==> config.mk <==
export PLATFORM = sky130hd
export DESIGN_NAME = modbus_master_end_flat
export DESIGN_NICKNAME = d
export VERILOG_FILES = /design/src/hdl/modbus_pkg.sv /design/src/hdl/modbus_link_if.sv /design/src/hdl/modbus_master_end.sv /design/src/flat_wrapper.sv
export VERILOG_INCLUDE_DIRS = /design/src /design/src/hdl
export SDC_FILE = /design/constraint.sdc
export NUM_CORES = 1
export LEC_CHECK = 0
export ABC_AREA = 1
export BUFFER_PORTS_ARGS = -buffer_cell sky130_fd_sc_hd__buf_2
export CAP_MARGIN = 0
export CORE_MARGIN = 5
export CORE_UTILIZATION = 46
export DETAILED_ROUTE_END_ITERATION = 7
export SYNTH_ARGS = -nofsm -noshare
export SYNTH_HDL_FRONTEND = slang
export SYNTH_SLANG_ARGS = --single-unit
==> constraint.sdc <==
create_clock -name clock -period 4.4 [get_ports clock]
set_input_delay 0.22 -clock clock [delete_from_list [all_inputs] [get_ports clock]]
set_output_delay 0.22 -clock clock [all_outputs]
set_load 0.03 [all_outputs]
==> src/hdl/modbus_cfg.svh <==
// constants shared by both ends of the serial command link
`ifndef MODBUS_CFG_SVH
`define MODBUS_CFG_SVH
`define MB_FN_DIAG 8'h08
`define MB_FN_WRMULTI 8'h10
`define MB_SUB_ECHO 16'h0000
`define MB_MAX_REGS 123
`define MB_EXC_FLAG 8'h80
`define MB_EXC_CODE 8'h03
`define MB_CRC_INIT 16'hffff
`define MB_CRC_POLY 16'ha001
`define MB_DIAG_LEN 9'd8
`define MB_WR_OVERHEAD 9'd9
`define MB_WR_DATA_POS 9'd7
`define MB_ACK_HDR_LEN 3'd6
`define MB_EXC_HDR_LEN 3'd3
`define MB_BUF_BYTES 256
`define MB_REPLY_WAIT_CYC 1024
`endif

==> src/hdl/modbus_pkg.sv <==
// types and the check-sum step shared by both ends
`include "modbus_cfg.svh"
package modbus_pkg;
   typedef logic [15:0] crc16_t;
   typedef logic [7:0] byte_t;

   // one byte of the reflected 16-bit check sum, low bit first
   function automatic crc16_t crc16_step(input crc16_t crcIn, input byte_t dataIn);
      crc16_t c;
      c = crcIn ^ {8'h00, dataIn};
      for (int i = 0; i < 8; i++) begin
         c = c[0] ? ((c >> 1) ^ `MB_CRC_POLY) : (c >> 1);
      end
      return c;
   endfunction
endpackage

==> src/hdl/modbus_link_if.sv <==
// byte stream link between the command master and the responding slave
interface modbus_link_if;
   logic qValid;
   logic [7:0] qData;
   logic qLast;
   logic rValid;
   logic [7:0] rData;
   logic rLast;
   modport slave_end (input qValid, input qData, input qLast, output rValid, output rData, output rLast);
   modport master_end (output qValid, output qData, output qLast, input rValid, input rData, input rLast);
endinterface

==> src/hdl/modbus_master_end.sv <==
// master end: issues diagnosis and multiple write queries, checks replies
`include "modbus_cfg.svh"

module modbus_master_end import modbus_pkg::*; #(
   parameter int ReplyWaitCyc = `MB_REPLY_WAIT_CYC
) (
   input wire logic clock,
   input wire logic nrst,
   modbus_link_if.master_end link,
   input wire logic cmdValid,
   output logic cmdReady,
   input wire logic cmdDiag,
   input wire logic [7:0] cmdSlave,
   input wire logic [15:0] cmdWordA,
   input wire logic [6:0] cmdCount,
   output logic wordTake,
   output logic [6:0] wordIdx,
   input wire logic [15:0] wordIn,
   output logic doneValid,
   output logic doneOk,
   output logic doneExc,
   output logic doneTimeout
);
   typedef enum logic [1:0] {
      M_IDLE = 2'b00,
      M_SEND = 2'b01,
      M_WAIT = 2'b10,
      M_CHECK = 2'b11
   } master_state_t;

   master_state_t state_q;
   logic diag_q;
   byte_t slave_q;
   logic [15:0] wordA_q;
   logic [6:0] count_q;
   logic [8:0] sIdx_q;
   logic [8:0] sLen;
   logic [8:0] dOff;
   byte_t lowByte_q;
   crc16_t sCrc_q;
   byte_t txByte;
   byte_t rBuf [0:7];
   logic [3:0] rCnt_q;
   crc16_t rCrc_q;
   logic [31:0] wait_q;
   logic matchOk;

   assign cmdReady = (state_q == M_IDLE);
   assign sLen = diag_q ? `MB_DIAG_LEN : `MB_WR_OVERHEAD + {1'b0, count_q, 1'b0};
   assign dOff = sIdx_q - `MB_WR_DATA_POS;
   assign wordIdx = dOff[7:1];
   assign wordTake = (state_q == M_SEND) && !diag_q && (sIdx_q >= `MB_WR_DATA_POS)
      && (sIdx_q < sLen - 9'd2) && !dOff[0];

   // ---------------------------------------------------------------
   // query byte selection by position
   // ---------------------------------------------------------------
   always_comb begin
      txByte = 8'h00;
      if (sIdx_q == sLen - 9'd2) begin
         txByte = sCrc_q[7:0];
      end else if (sIdx_q == sLen - 9'd1) begin
         txByte = sCrc_q[15:8];
      end else if (sIdx_q == 9'd0) begin
         txByte = slave_q;
      end else if (sIdx_q == 9'd1) begin
         txByte = diag_q ? `MB_FN_DIAG : `MB_FN_WRMULTI;
      end else if (sIdx_q == 9'd2) begin
         txByte = diag_q ? 8'(`MB_SUB_ECHO >> 8) : wordA_q[15:8];
      end else if (sIdx_q == 9'd3) begin
         txByte = diag_q ? 8'(`MB_SUB_ECHO) : wordA_q[7:0];
      end else if (sIdx_q == 9'd4) begin
         txByte = diag_q ? wordA_q[15:8] : 8'h00;
      end else if (sIdx_q == 9'd5) begin
         txByte = diag_q ? wordA_q[7:0] : {1'b0, count_q};
      end else if (sIdx_q == 9'd6) begin
         txByte = {count_q, 1'b0};
      end else if (!dOff[0]) begin
         txByte = wordIn[15:8];
      end else begin
         txByte = lowByte_q;
      end
   end

   // ---------------------------------------------------------------
   // command capture and query transmit
   // ---------------------------------------------------------------
   always_ff @(posedge clock or negedge nrst) begin
      if (!nrst) begin
         state_q <= M_IDLE;
         diag_q <= 1'b0;
         slave_q <= 8'h00;
         wordA_q <= 16'h0000;
         count_q <= 7'd0;
         sIdx_q <= 9'd0;
         sCrc_q <= `MB_CRC_INIT;
         lowByte_q <= 8'h00;
         wait_q <= 32'd0;
         link.qValid <= 1'b0;
         link.qData <= 8'h00;
         link.qLast <= 1'b0;
      end else begin
         link.qValid <= 1'b0;
         link.qLast <= 1'b0;
         case (state_q)
            M_IDLE: begin
               if (cmdValid) begin
                  diag_q <= cmdDiag;
                  slave_q <= cmdSlave;
                  wordA_q <= cmdWordA;
                  count_q <= (cmdCount > 7'(`MB_MAX_REGS)) ? 7'(`MB_MAX_REGS) : cmdCount;
                  sIdx_q <= 9'd0;
                  sCrc_q <= `MB_CRC_INIT;
                  state_q <= M_SEND;
               end
            end
            M_SEND: begin
               link.qValid <= 1'b1;
               link.qData <= txByte;
               sIdx_q <= sIdx_q + 9'd1;
               if (sIdx_q < sLen - 9'd2) begin
                  sCrc_q <= crc16_step(sCrc_q, txByte);
               end
               if (wordTake) begin
                  lowByte_q <= wordIn[7:0];
               end
               if (sIdx_q == sLen - 9'd1) begin
                  link.qLast <= 1'b1;
                  wait_q <= 32'd0;
                  state_q <= M_WAIT;
               end
            end
            M_WAIT: begin
               wait_q <= wait_q + 32'd1;
               if (link.rValid && link.rLast) begin
                  state_q <= M_CHECK;
               end else if (wait_q == 32'(ReplyWaitCyc - 1)) begin
                  state_q <= M_IDLE;
               end
            end
            default: begin
               state_q <= M_IDLE;
            end
         endcase
      end
   end

   // ---------------------------------------------------------------
   // reply capture, first eight bytes kept
   // ---------------------------------------------------------------
   always_ff @(posedge clock) begin
      if (state_q == M_WAIT && link.rValid && !rCnt_q[3]) begin
         rBuf[rCnt_q[2:0]] <= link.rData;
      end
   end

   always_ff @(posedge clock or negedge nrst) begin
      if (!nrst) begin
         rCnt_q <= 4'd0;
         rCrc_q <= `MB_CRC_INIT;
      end else if (state_q == M_SEND) begin
         rCnt_q <= 4'd0;
         rCrc_q <= `MB_CRC_INIT;
      end else if (state_q == M_WAIT && link.rValid) begin
         rCrc_q <= crc16_step(rCrc_q, link.rData);
         if (rCnt_q != 4'hf) begin
            rCnt_q <= rCnt_q + 4'd1;
         end
      end
   end

   // reply must repeat the query head; diagnosis also the test value
   assign matchOk = (rCnt_q == 4'd8) && (rBuf[0] == slave_q) && (rBuf[1] == (diag_q ? `MB_FN_DIAG : `MB_FN_WRMULTI))
      && ({rBuf[2], rBuf[3]} == (diag_q ? `MB_SUB_ECHO : wordA_q))
      && ({rBuf[4], rBuf[5]} == (diag_q ? wordA_q : {9'd0, count_q}));

   // ---------------------------------------------------------------
   // completion report
   // ---------------------------------------------------------------
   always_ff @(posedge clock or negedge nrst) begin
      if (!nrst) begin
         doneValid <= 1'b0;
         doneOk <= 1'b0;
         doneExc <= 1'b0;
         doneTimeout <= 1'b0;
      end else begin
         doneValid <= 1'b0;
         if (state_q == M_CHECK) begin
            doneValid <= 1'b1;
            doneTimeout <= 1'b0;
            doneOk <= (rCrc_q == 16'h0000) && matchOk;
            doneExc <= (rCrc_q == 16'h0000) && (rCnt_q == 4'd5) && rBuf[1][7];
         end else if (state_q == M_WAIT && !(link.rValid && link.rLast) && wait_q == 32'(ReplyWaitCyc - 1)) begin
            doneValid <= 1'b1;
            doneTimeout <= 1'b1;
            doneOk <= 1'b0;
            doneExc <= 1'b0;
         end
      end
   end
endmodule

==> src/flat_wrapper.sv <==
// flat-port wrapper written by rule: the top's interface ports become plain ports
module modbus_master_end_flat import modbus_pkg::*;
#(
   parameter int ReplyWaitCyc = `MB_REPLY_WAIT_CYC
)
  (clock, nrst, cmdValid, cmdReady, cmdDiag, cmdSlave, cmdWordA, cmdCount, wordTake, wordIdx, wordIn, doneValid, doneOk, doneExc, doneTimeout, link_qValid, link_qData, link_qLast, link_rValid, link_rData, link_rLast);
  modbus_link_if link_i ();
  input wire logic clock;
  input wire logic nrst;
  input wire logic cmdValid;
  output logic cmdReady;
  input wire logic cmdDiag;
  input wire logic [7:0] cmdSlave;
  input wire logic [15:0] cmdWordA;
  input wire logic [6:0] cmdCount;
  output logic wordTake;
  output logic [6:0] wordIdx;
  input wire logic [15:0] wordIn;
  output logic doneValid;
  output logic doneOk;
  output logic doneExc;
  output logic doneTimeout;
  output wire logic [$bits(link_i.qValid)-1:0] link_qValid;
  output wire logic [$bits(link_i.qData)-1:0] link_qData;
  output wire logic [$bits(link_i.qLast)-1:0] link_qLast;
  input wire logic [$bits(link_i.rValid)-1:0] link_rValid;
  input wire logic [$bits(link_i.rData)-1:0] link_rData;
  input wire logic [$bits(link_i.rLast)-1:0] link_rLast;
  assign link_qValid = link_i.qValid;
  assign link_qData = link_i.qData;
  assign link_qLast = link_i.qLast;
  assign link_i.rValid = link_rValid;
  assign link_i.rData = link_rData;
  assign link_i.rLast = link_rLast;
  modbus_master_end #(.ReplyWaitCyc(ReplyWaitCyc)) u_core (.clock(clock), .nrst(nrst), .link(link_i), .cmdValid(cmdValid), .cmdReady(cmdReady), .cmdDiag(cmdDiag), .cmdSlave(cmdSlave), .cmdWordA(cmdWordA), .cmdCount(cmdCount), .wordTake(wordTake), .wordIdx(wordIdx), .wordIn(wordIn), .doneValid(doneValid), .doneOk(doneOk), .doneExc(doneExc), .doneTimeout(doneTimeout));
endmodule
==> results of run 1 <==
[registers in the layout (all words and copies together), names as in the netlist, 4 cells and up]
signal and count:
u_core.rCrc_q 16, u_core.link.qData 8, u_core.wordA_q 16, u_core.rCnt_q 4
u_core.count_q 7, u_core.wait_q 32, u_core.slave_q 8, u_core.sIdx_q 9
u_core.lowByte_q 8, u_core.sCrc_q 16, u_core.rBuf 48
[cell type report]
type | count | area share, %
flip-flops and latches | 181 | 40.3
multi-input cells | 910 | 40.2
clock inverters | 15 | 1.37
repair buffers | 119 | 6.26
well taps | 285 | 2.99
inverters | 168 | 5.33
clock buffers | 17 | 3.56
[cell usage in the layout, fill, tap and decap left out, types with 6 or more instances in the layout]
| master | n |
|---|---|
| a21oi_1 | 49 |
| a22oi_1 | 9 |
| a31oi_1 | 6 |
| buf_2 | 82 |
| buf_4 | 14 |
| clkbuf_16 | 17 |
| dfrtp_1 | 101 |
| dfstp_2 | 32 |
| dlygate4sd3_1 | 22 |
| edfxtp_1 | 48 |
| ha_1 | 19 |
| inv_1 | 144 |
| inv_2 | 17 |
| mux2i_1 | 7 |
| nand2_1 | 353 |
| nand2_2 | 26 |
| nand3_1 | 79 |
| nand3_2 | 7 |
| nand4_1 | 24 |
| nor2_1 | 78 |
| nor2_2 | 6 |
| nor3_1 | 21 |
| nor4_1 | 12 |
| o2111ai_1 | 6 |
| o21ai_0 | 84 |
| o21ai_1 | 8 |
| o22ai_1 | 17 |
| xnor2_1 | 28 |
| xor2_1 | 18 |
[metrics by stage]
step	instances	setup slack (ps)	utilization, %	hold WS, ps	total power [W]
finish	1695	438	53.2	5.00	0.00338
global route	1695	29.8	53.2	2.72	0.00350
CTS	1695	273	53.2	1.28	0.00341
detailed placement	1641	491	49.6	354	0.00187
global placement	1641	643	49.6	345	0.00187
floorplan	1292	882	-	-75.6	0.00180
[worst register-to-register path: cells and delay by family, from the launching register on]
family                   cells  cell delay [ps]
AO/OA/AOI/OAI                1               80
XOR/XNOR                     1              120
adder cells (fa/ha/maj)      2              490
buffers and inverters        7             1010
flip-flops                   1              350
AND/OR/NAND/NOR             18             1850
[cell families after synthesis]
kind of cell               synth area share, %
muxes                                    0.673
buffers and inverters                     7.79
adders and majority gates                 2.28
AOI/OAI and AO/OA                         11.7
and+or+nand+nor                           27.5
DFF                                       46.2
xor gates and xnor gates                  3.87
[power groups by stage]
stage	Clock [W]	Combinational [W]	Sequential, W
4_1_cts	0.00156	0.000124	0.00173
5_1_grt	0.00163	0.000135	0.00173
6_report	0.00153	0.000121	0.00173
3_5_place_dp	0	0.000108	0.00176
2_1_floorplan	0	0.0000249	0.00177
3_3_place_gp	0	0.000108	0.00176
[how the worst max path moves through the flow]
stage	from	end	cells after the start
2_1_floorplan	u_core.diag_q$_DFFE_PN0P_	u_core.lowByte_q[0]$_DFFE_PN0P_	19
3_3_place_gp	u_core.diag_q$_DFFE_PN0P_	u_core.sCrc_q[0]$_DFFE_PN1P_	29
3_5_place_dp	u_core.diag_q$_DFFE_PN0P_	u_core.sCrc_q[0]$_DFFE_PN1P_	29
4_1_cts	u_core.diag_q$_DFFE_PN0P_	wordTake	17
5_1_grt	u_core.diag_q$_DFFE_PN0P_	u_core.sCrc_q[15]$_DFFE_PN1P_	29
6_report	u_core.diag_q$_DFFE_PN0P_	u_core.sCrc_q[0]$_DFFE_PN1P_	29
[repair_timing]
action,4_1_cts,5_1_grt
hold buffers,22,0
endpoints found under the hold margin,92,0
setup buffers,0,0
resized for setup,0,1
endpoints found under the setup margin,0,1
[per-layer routing]
metal,global-route usage [%],vias up
li1,-,4494
met3,4.00,37
met5,0,-
met1,30.7,4178
met4,6.57,0
met2,36.3,207
==> flow_metrics.py, run 1 <==
metrics = {
    "status": {
        "status": "completed",
    },
    "yosys": {
        "yosysUniqueCellTypes": 60,
        "synth-async-reset-ratio_pct": 73.5,
        "synth_edf_count": 48,
        "yosysMostFrequentCell": "nand2_1",
        "synth_top_area_cell": "dfrtp_1",
        "ys_seq_area_share_pct": 46.2,
        "synth_cells": 1292,
        "synth_ff_type": "dfrtp_1",
        "yosys_warnings": 0,
        "yosysTopAreaCellShare_pct": 24.3,
        "syn_area_um2": 10400,
        "synth_top_cells_by_count": "nand2_1 (353), inv_1 (144), dfrtp_1 (101), o21ai_0 (84), nand3_1 (79)",
        "synth-seq-cells": 181,
        "synth_area_leaders": "dfrtp_1 (24%), edfxtp_1 (14%), nand2_1 (13%), dfstp_2 (8.1%), inv_1 (5.2%)",
        "synth_fp_nets": 1372,
        "syn-mean-instance-area_um2": 8.06,
    },
    "sta": {
        "fin_crit_ps": 3960,
        "slew_headroom_pct": 18.8,
        "fin_skew_ps": 10.3,
        "fin_setup_tns_ps": 0,
        "drv_slew": 0,
        "finalHoldViolations": 0,
        "min_period_over_period_pct": 90.0,
        "fmax_ghz": 0.252,
        "worst_pin_slew_ps": 1210,
        "grt_setup_unrepaired": "no",
        "setup_viol": 0,
    },
    "floorplanning": {
        "die_h_um": 160,
        "num_rows": 55,
        "initial_utilization_pct": 46.4,
        "core_area_um2": 22400,
        "ios": 84,
        "die_area_um2": 25700,
        "dieWidth_um": 160,
    },
    "worst_setup_path": {
        "reg2regPathDepth": 29,
        "critical_path_peak_fanout": 26,
        "critPathBufInv": 7,
        "regToRegEndpoint": "u_core.sCrc_q[0]$_DFFE_PN1P_",
        "worstSetupEndpointType": "register",
        "cp_slowest_cell": "dfrtp_1",
        "worst_setup_path_start_kind": "register",
        "timing.rr.start": "u_core.diag_q$_DFFE_PN0P_",
        "crit_type": "register to register",
        "worstPathRequired_ps": 4770,
        "r2r_slack_ps": 440,
        "crit_path_max_incr_delay_ps": 350,
        "critPathTopFamily": "simple AND/OR/NAND/NOR gates",
        "worstPathArrival_ps": 4340,
    },
    "place": {
        "gp_congestion": 0.909,
        "placed_area_um2": 11100,
        "io_buffers": 83,
        "place_hpwl_um": 20800,
    },
    "clocking": {
        "cts_buffers": 17,
        "clkTransAtPathRegs_ps": 80,
        "cts_tree": "done",
        "clock_latency_ps": 440,
        "cts.htree.levels": 4,
        "clkSinkCount": 181,
        "cts_root_buffer": "clkbuf_16",
        "cts_buffer_depth": 2,
    },
    "worst_hold_path": {
        "hold_start": "wordIn[7]",
        "hold_depth": 3,
        "min_delay_worst_endpoint": "u_core.lowByte_q[7]$_DFFE_PN0P_",
        "hp-class": "input port to register",
    },
    "grt": {
        "antenna_found_initial": 0,
        "grt.total_usage_pct": 22.3,
        "grt_start_max_net_pins": 89,
        "overflow": 0,
        "grt_pass1_wl_um": 46300,
        "first_global_vias": 8769,
    },
    "final_layout": {
        "nets": 1477,
        "regArea_um2": 4810,
        "num-fill-cells": 2130,
        "insertedDiodeCount": 0,
        "final_cell_area_um2": 11900,
        "syn_to_final_growth_pct": 14.7,
        "multi_input_area_um2": 4800,
        "drive_gt1_share_pct": 17.2,
    },
    "power": {
        "p_int_w": 0.00254,
        "seqPwrFrac_pct": 51.1,
        "p_leak_nw": 5.42,
        "irDropWorstVdd_uv": 209,
        "p_clk_share_pct": 45.3,
        "combPwrFrac_pct": 3.6,
        "switching_share_pct": 25.0,
        "p_per_area_nw_per_um2": 283,
        "power.switching_w": 0.000845,
    },
    "detailed_routing": {
        "wirelength_met1_um": 13200,
        "top_layer": "met4",
        "ant_nets": 0,
        "wl_per_cell_um": 16.6,
        "met2WireLength_um": 13300,
        "drt_iter0_drc": 803,
        "drcViolationCount": 0,
        "drt-total-wl_um": 28200,
        "firstDrtPassIters": 5,
        "routed-wl-met3_um": 1180,
        "num_vias": 8916,
        "vias_per_cell": 5.26,
    },
    "job": {
        "cap_violations": 0,
    },
}
Note: power is estimated with default switching activity, not from simulation.
==> run 2, diff against run 1 <==
--- a/config.mk
+++ b/config.mk
@@ -10,7 +10,7 @@
 export BUFFER_PORTS_ARGS = -buffer_cell sky130_fd_sc_hd__buf_2
 export CAP_MARGIN = 0
 export CORE_MARGIN = 5
-export CORE_UTILIZATION = 46
+export CORE_UTILIZATION = 35
 export DETAILED_ROUTE_END_ITERATION = 7
 export SYNTH_ARGS = -nofsm -noshare
 export SYNTH_HDL_FRONTEND = slang
==> run 2 against run 1 <==
Effect of this change:
- die area increased by 29%
- hold slack improved by 8.5 ps
- non-clock buffer count unchanged
- global-route usage decreased by 4.9 points
- sequential share of layout area decreased by 0.53 points
- total power increased by 2.1%
- largest power group unchanged
==> flow_metrics.py, run 2 (synthesis results as in run 1) <==
metrics = {
    "status": {
        "status": "completed",
    },
    "grt": {
        "grt_pass1_wl_um": 46700,
        "first_global_vias": 8963,
        "grt.total_usage_pct": 17.4,
        "overflow": 0,
        "grt_start_max_net_pins": 103,
        "antenna_found_initial": 0,
    },
    "power": {
        "seqPwrFrac_pct": 50.1,
        "power.switching_w": 0.000813,
        "p_leak_nw": 5.43,
        "combPwrFrac_pct": 3.5,
        "p_int_w": 0.00264,
        "irDropWorstVdd_uv": 263,
        "p_clk_share_pct": 46.4,
        "p_per_area_nw_per_um2": 286,
        "switching_share_pct": 23.5,
    },
    "clocking": {
        "clkTransAtPathRegs_ps": 80,
        "clkSinkCount": 181,
        "cts_buffer_depth": 2,
        "cts_root_buffer": "clkbuf_16",
        "cts_buffers": 17,
        "clock_latency_ps": 440,
        "cts.htree.levels": 4,
        "cts_tree": "done",
        "postCtsSetupRepairBufs": 0,
    },
    "sta": {
        "fin_setup_tns_ps": 0,
        "fmax_ghz": 0.257,
        "worst_pin_slew_ps": 1240,
        "grt_setup_unrepaired": "no",
        "min_period_over_period_pct": 88.5,
        "finalHoldViolations": 0,
        "hold_ws_ps": 13.5,
        "drv_slew": 0,
        "slew_headroom_pct": 15.5,
        "fin_skew_ps": 8.37,
        "setup_viol": 0,
        "fin_crit_ps": 3900,
    },
    "worst_hold_path": {
        "hp-class": "input port to register",
    },
    "worst_setup_path": {
        "critPathLaunch": "u_core.diag_q$_DFFE_PN0P_",
        "crit_type": "register to primary output",
        "r2r_slack_ps": 610,
        "regToRegEndpoint": "u_core.sCrc_q[0]$_DFFE_PN1P_",
        "worstPathArrival_ps": 3680,
        "timing.rr.start": "u_core.diag_q$_DFFE_PN0P_",
        "worstSetupEndpointType": "primary output",
        "setup.worst_path.end": "wordTake",
        "reg2regPathDepth": 31,
        "critical_path_peak_fanout": 26,
        "worst_setup_path_start_kind": "register",
        "worstPathRequired_ps": 4180,
    },
    "final_layout": {
        "drive_gt1_share_pct": 17.3,
        "regArea_um2": 4810,
        "largest_register_ffs": 48,
        "final_common_cell": "nand2_1",
        "insertedDiodeCount": 0,
        "multi_input_area_um2": 4800,
        "nets": 1477,
        "num-fill-cells": 3050,
        "syn_to_final_growth_pct": 16.2,
        "final_cell_area_um2": 12100,
        "most-common-layout-cells": "nand2_1 (353), inv_1 (144), dfrtp_1 (101)",
    },
    "floorplanning": {
        "die_area_um2": 33300,
        "initial_utilization_pct": 35.3,
        "die_h_um": 182,
        "num_rows": 63,
        "dieWidth_um": 182,
        "ios": 84,
        "core_area_um2": 29500,
    },
    "detailed_routing": {
        "firstDrtPassIters": 8,
        "ant_nets": 0,
        "vias_per_cell": 5.02,
        "drt_iter0_drc": 617,
        "wl_per_cell_um": 16.0,
        "drt-total-wl_um": 28700,
        "drcViolationCount": 0,
        "num_vias": 9041,
    },
    "place": {
        "placed_area_um2": 11300,
        "io_buffers": 83,
        "place_hpwl_um": 21300,
        "gp_congestion": 0.912,
    },
    "job": {
        "cap_violations": 0,
    },
}
## run 2: changes by cell type in the layout (fill, tap and decap cells not counted), sizes merged
cell,before,now
bufinv,0,2
inv,171,169
clkinv,12,11
clkinvlp,0,1
## run 2: worst max-delay path: stages, from the launching register on
cell and delay (ps):
dfrtp_1 350, buf_4 280, inv_2 170, nand2_1 140, ha_1 200, nand3_1 120, nor2_1 120, nand2_1 70
xnor2_1 160, ha_1 270, nand2_1 110, nor2_1 70, nand3b_1 80, o2111ai_1 110, nor2_1 130, inv_1 200
nor4_4 390, buf_2 270
## run 2: worst min-delay path by stage
stage	from	to	slack [ps]	cells past startpoint
floorplan	nrst	u_core.count_q[0]$_DFFE_PN0P_	-80	0
finish	wordIn[3]	u_core.lowByte_q[3]$_DFFE_PN0P_	10	3
global placement	nrst	u_core.lowByte_q[1]$_DFFE_PN0P_	390	1
detailed placement	nrst	u_core.lowByte_q[1]$_DFFE_PN0P_	390	1
global route	cmdSlave[0]	u_core.slave_q[0]$_DFFE_PN0P_	10	3
CTS	cmdCount[6]	u_core.count_q[6]$_DFFE_PN0P_	0.2	3
## run 2: timing repair
| action | 4_1_cts | 5_1_grt |
|---|---|---|
| hold buffers | 22 | 0 |
| endpoints found under the setup margin | 0 | 1 |
| hold endpoints to repair | 99 | 0 |
| resized for setup | 0 | 1 |
## run 2: layout make-up
class,instances,share of cell area (%)
Sequential cell,181,39.7
Multi-Input combinational cell,910,39.7
Inverter,168,5.26
Tap cell,390,4.03
Timing Repair Buffer,119,6.17
Clock buffer,17,3.52
Clock inverter,15,1.58
## run 2: stage by stage
step | setup slack (ps) | utilization [%] | power, W | std cells
2_1_floorplan | 882 | - | 0.00180 | 1292
3_3_place_gp | 766 | 38.2 | 0.00187 | 1746
3_5_place_dp | 646 | 38.2 | 0.00187 | 1746
4_1_cts | 286 | 41.0 | 0.00350 | 1800
5_1_grt | 99.7 | 41.0 | 0.00358 | 1800
6_report | 504 | 41.0 | 0.00345 | 1800
## run 2: power groups by stage
stage / logic (W) / registers [W] / clock network, W
after CTS: 0.000125 / 0.00173 / 0.00164
final: 0.000122 / 0.00173 / 0.00160
after global placement: 0.000109 / 0.00176 / 0
after detailed placement: 0.000110 / 0.00176 / 0
after global routing: 0.000136 / 0.00173 / 0.00171
after floorplan: 0.0000249 / 0.00177 / 0
## run 2: layer usage
layer	global-route usage [%]	routed length, um	vias to the layer above
met4	5.91	758	0
met5	0	0	-
met1	24.0	13500	4272
li1	-	-	4496
met2	27.9	13200	228
met3	3.03	1260	45
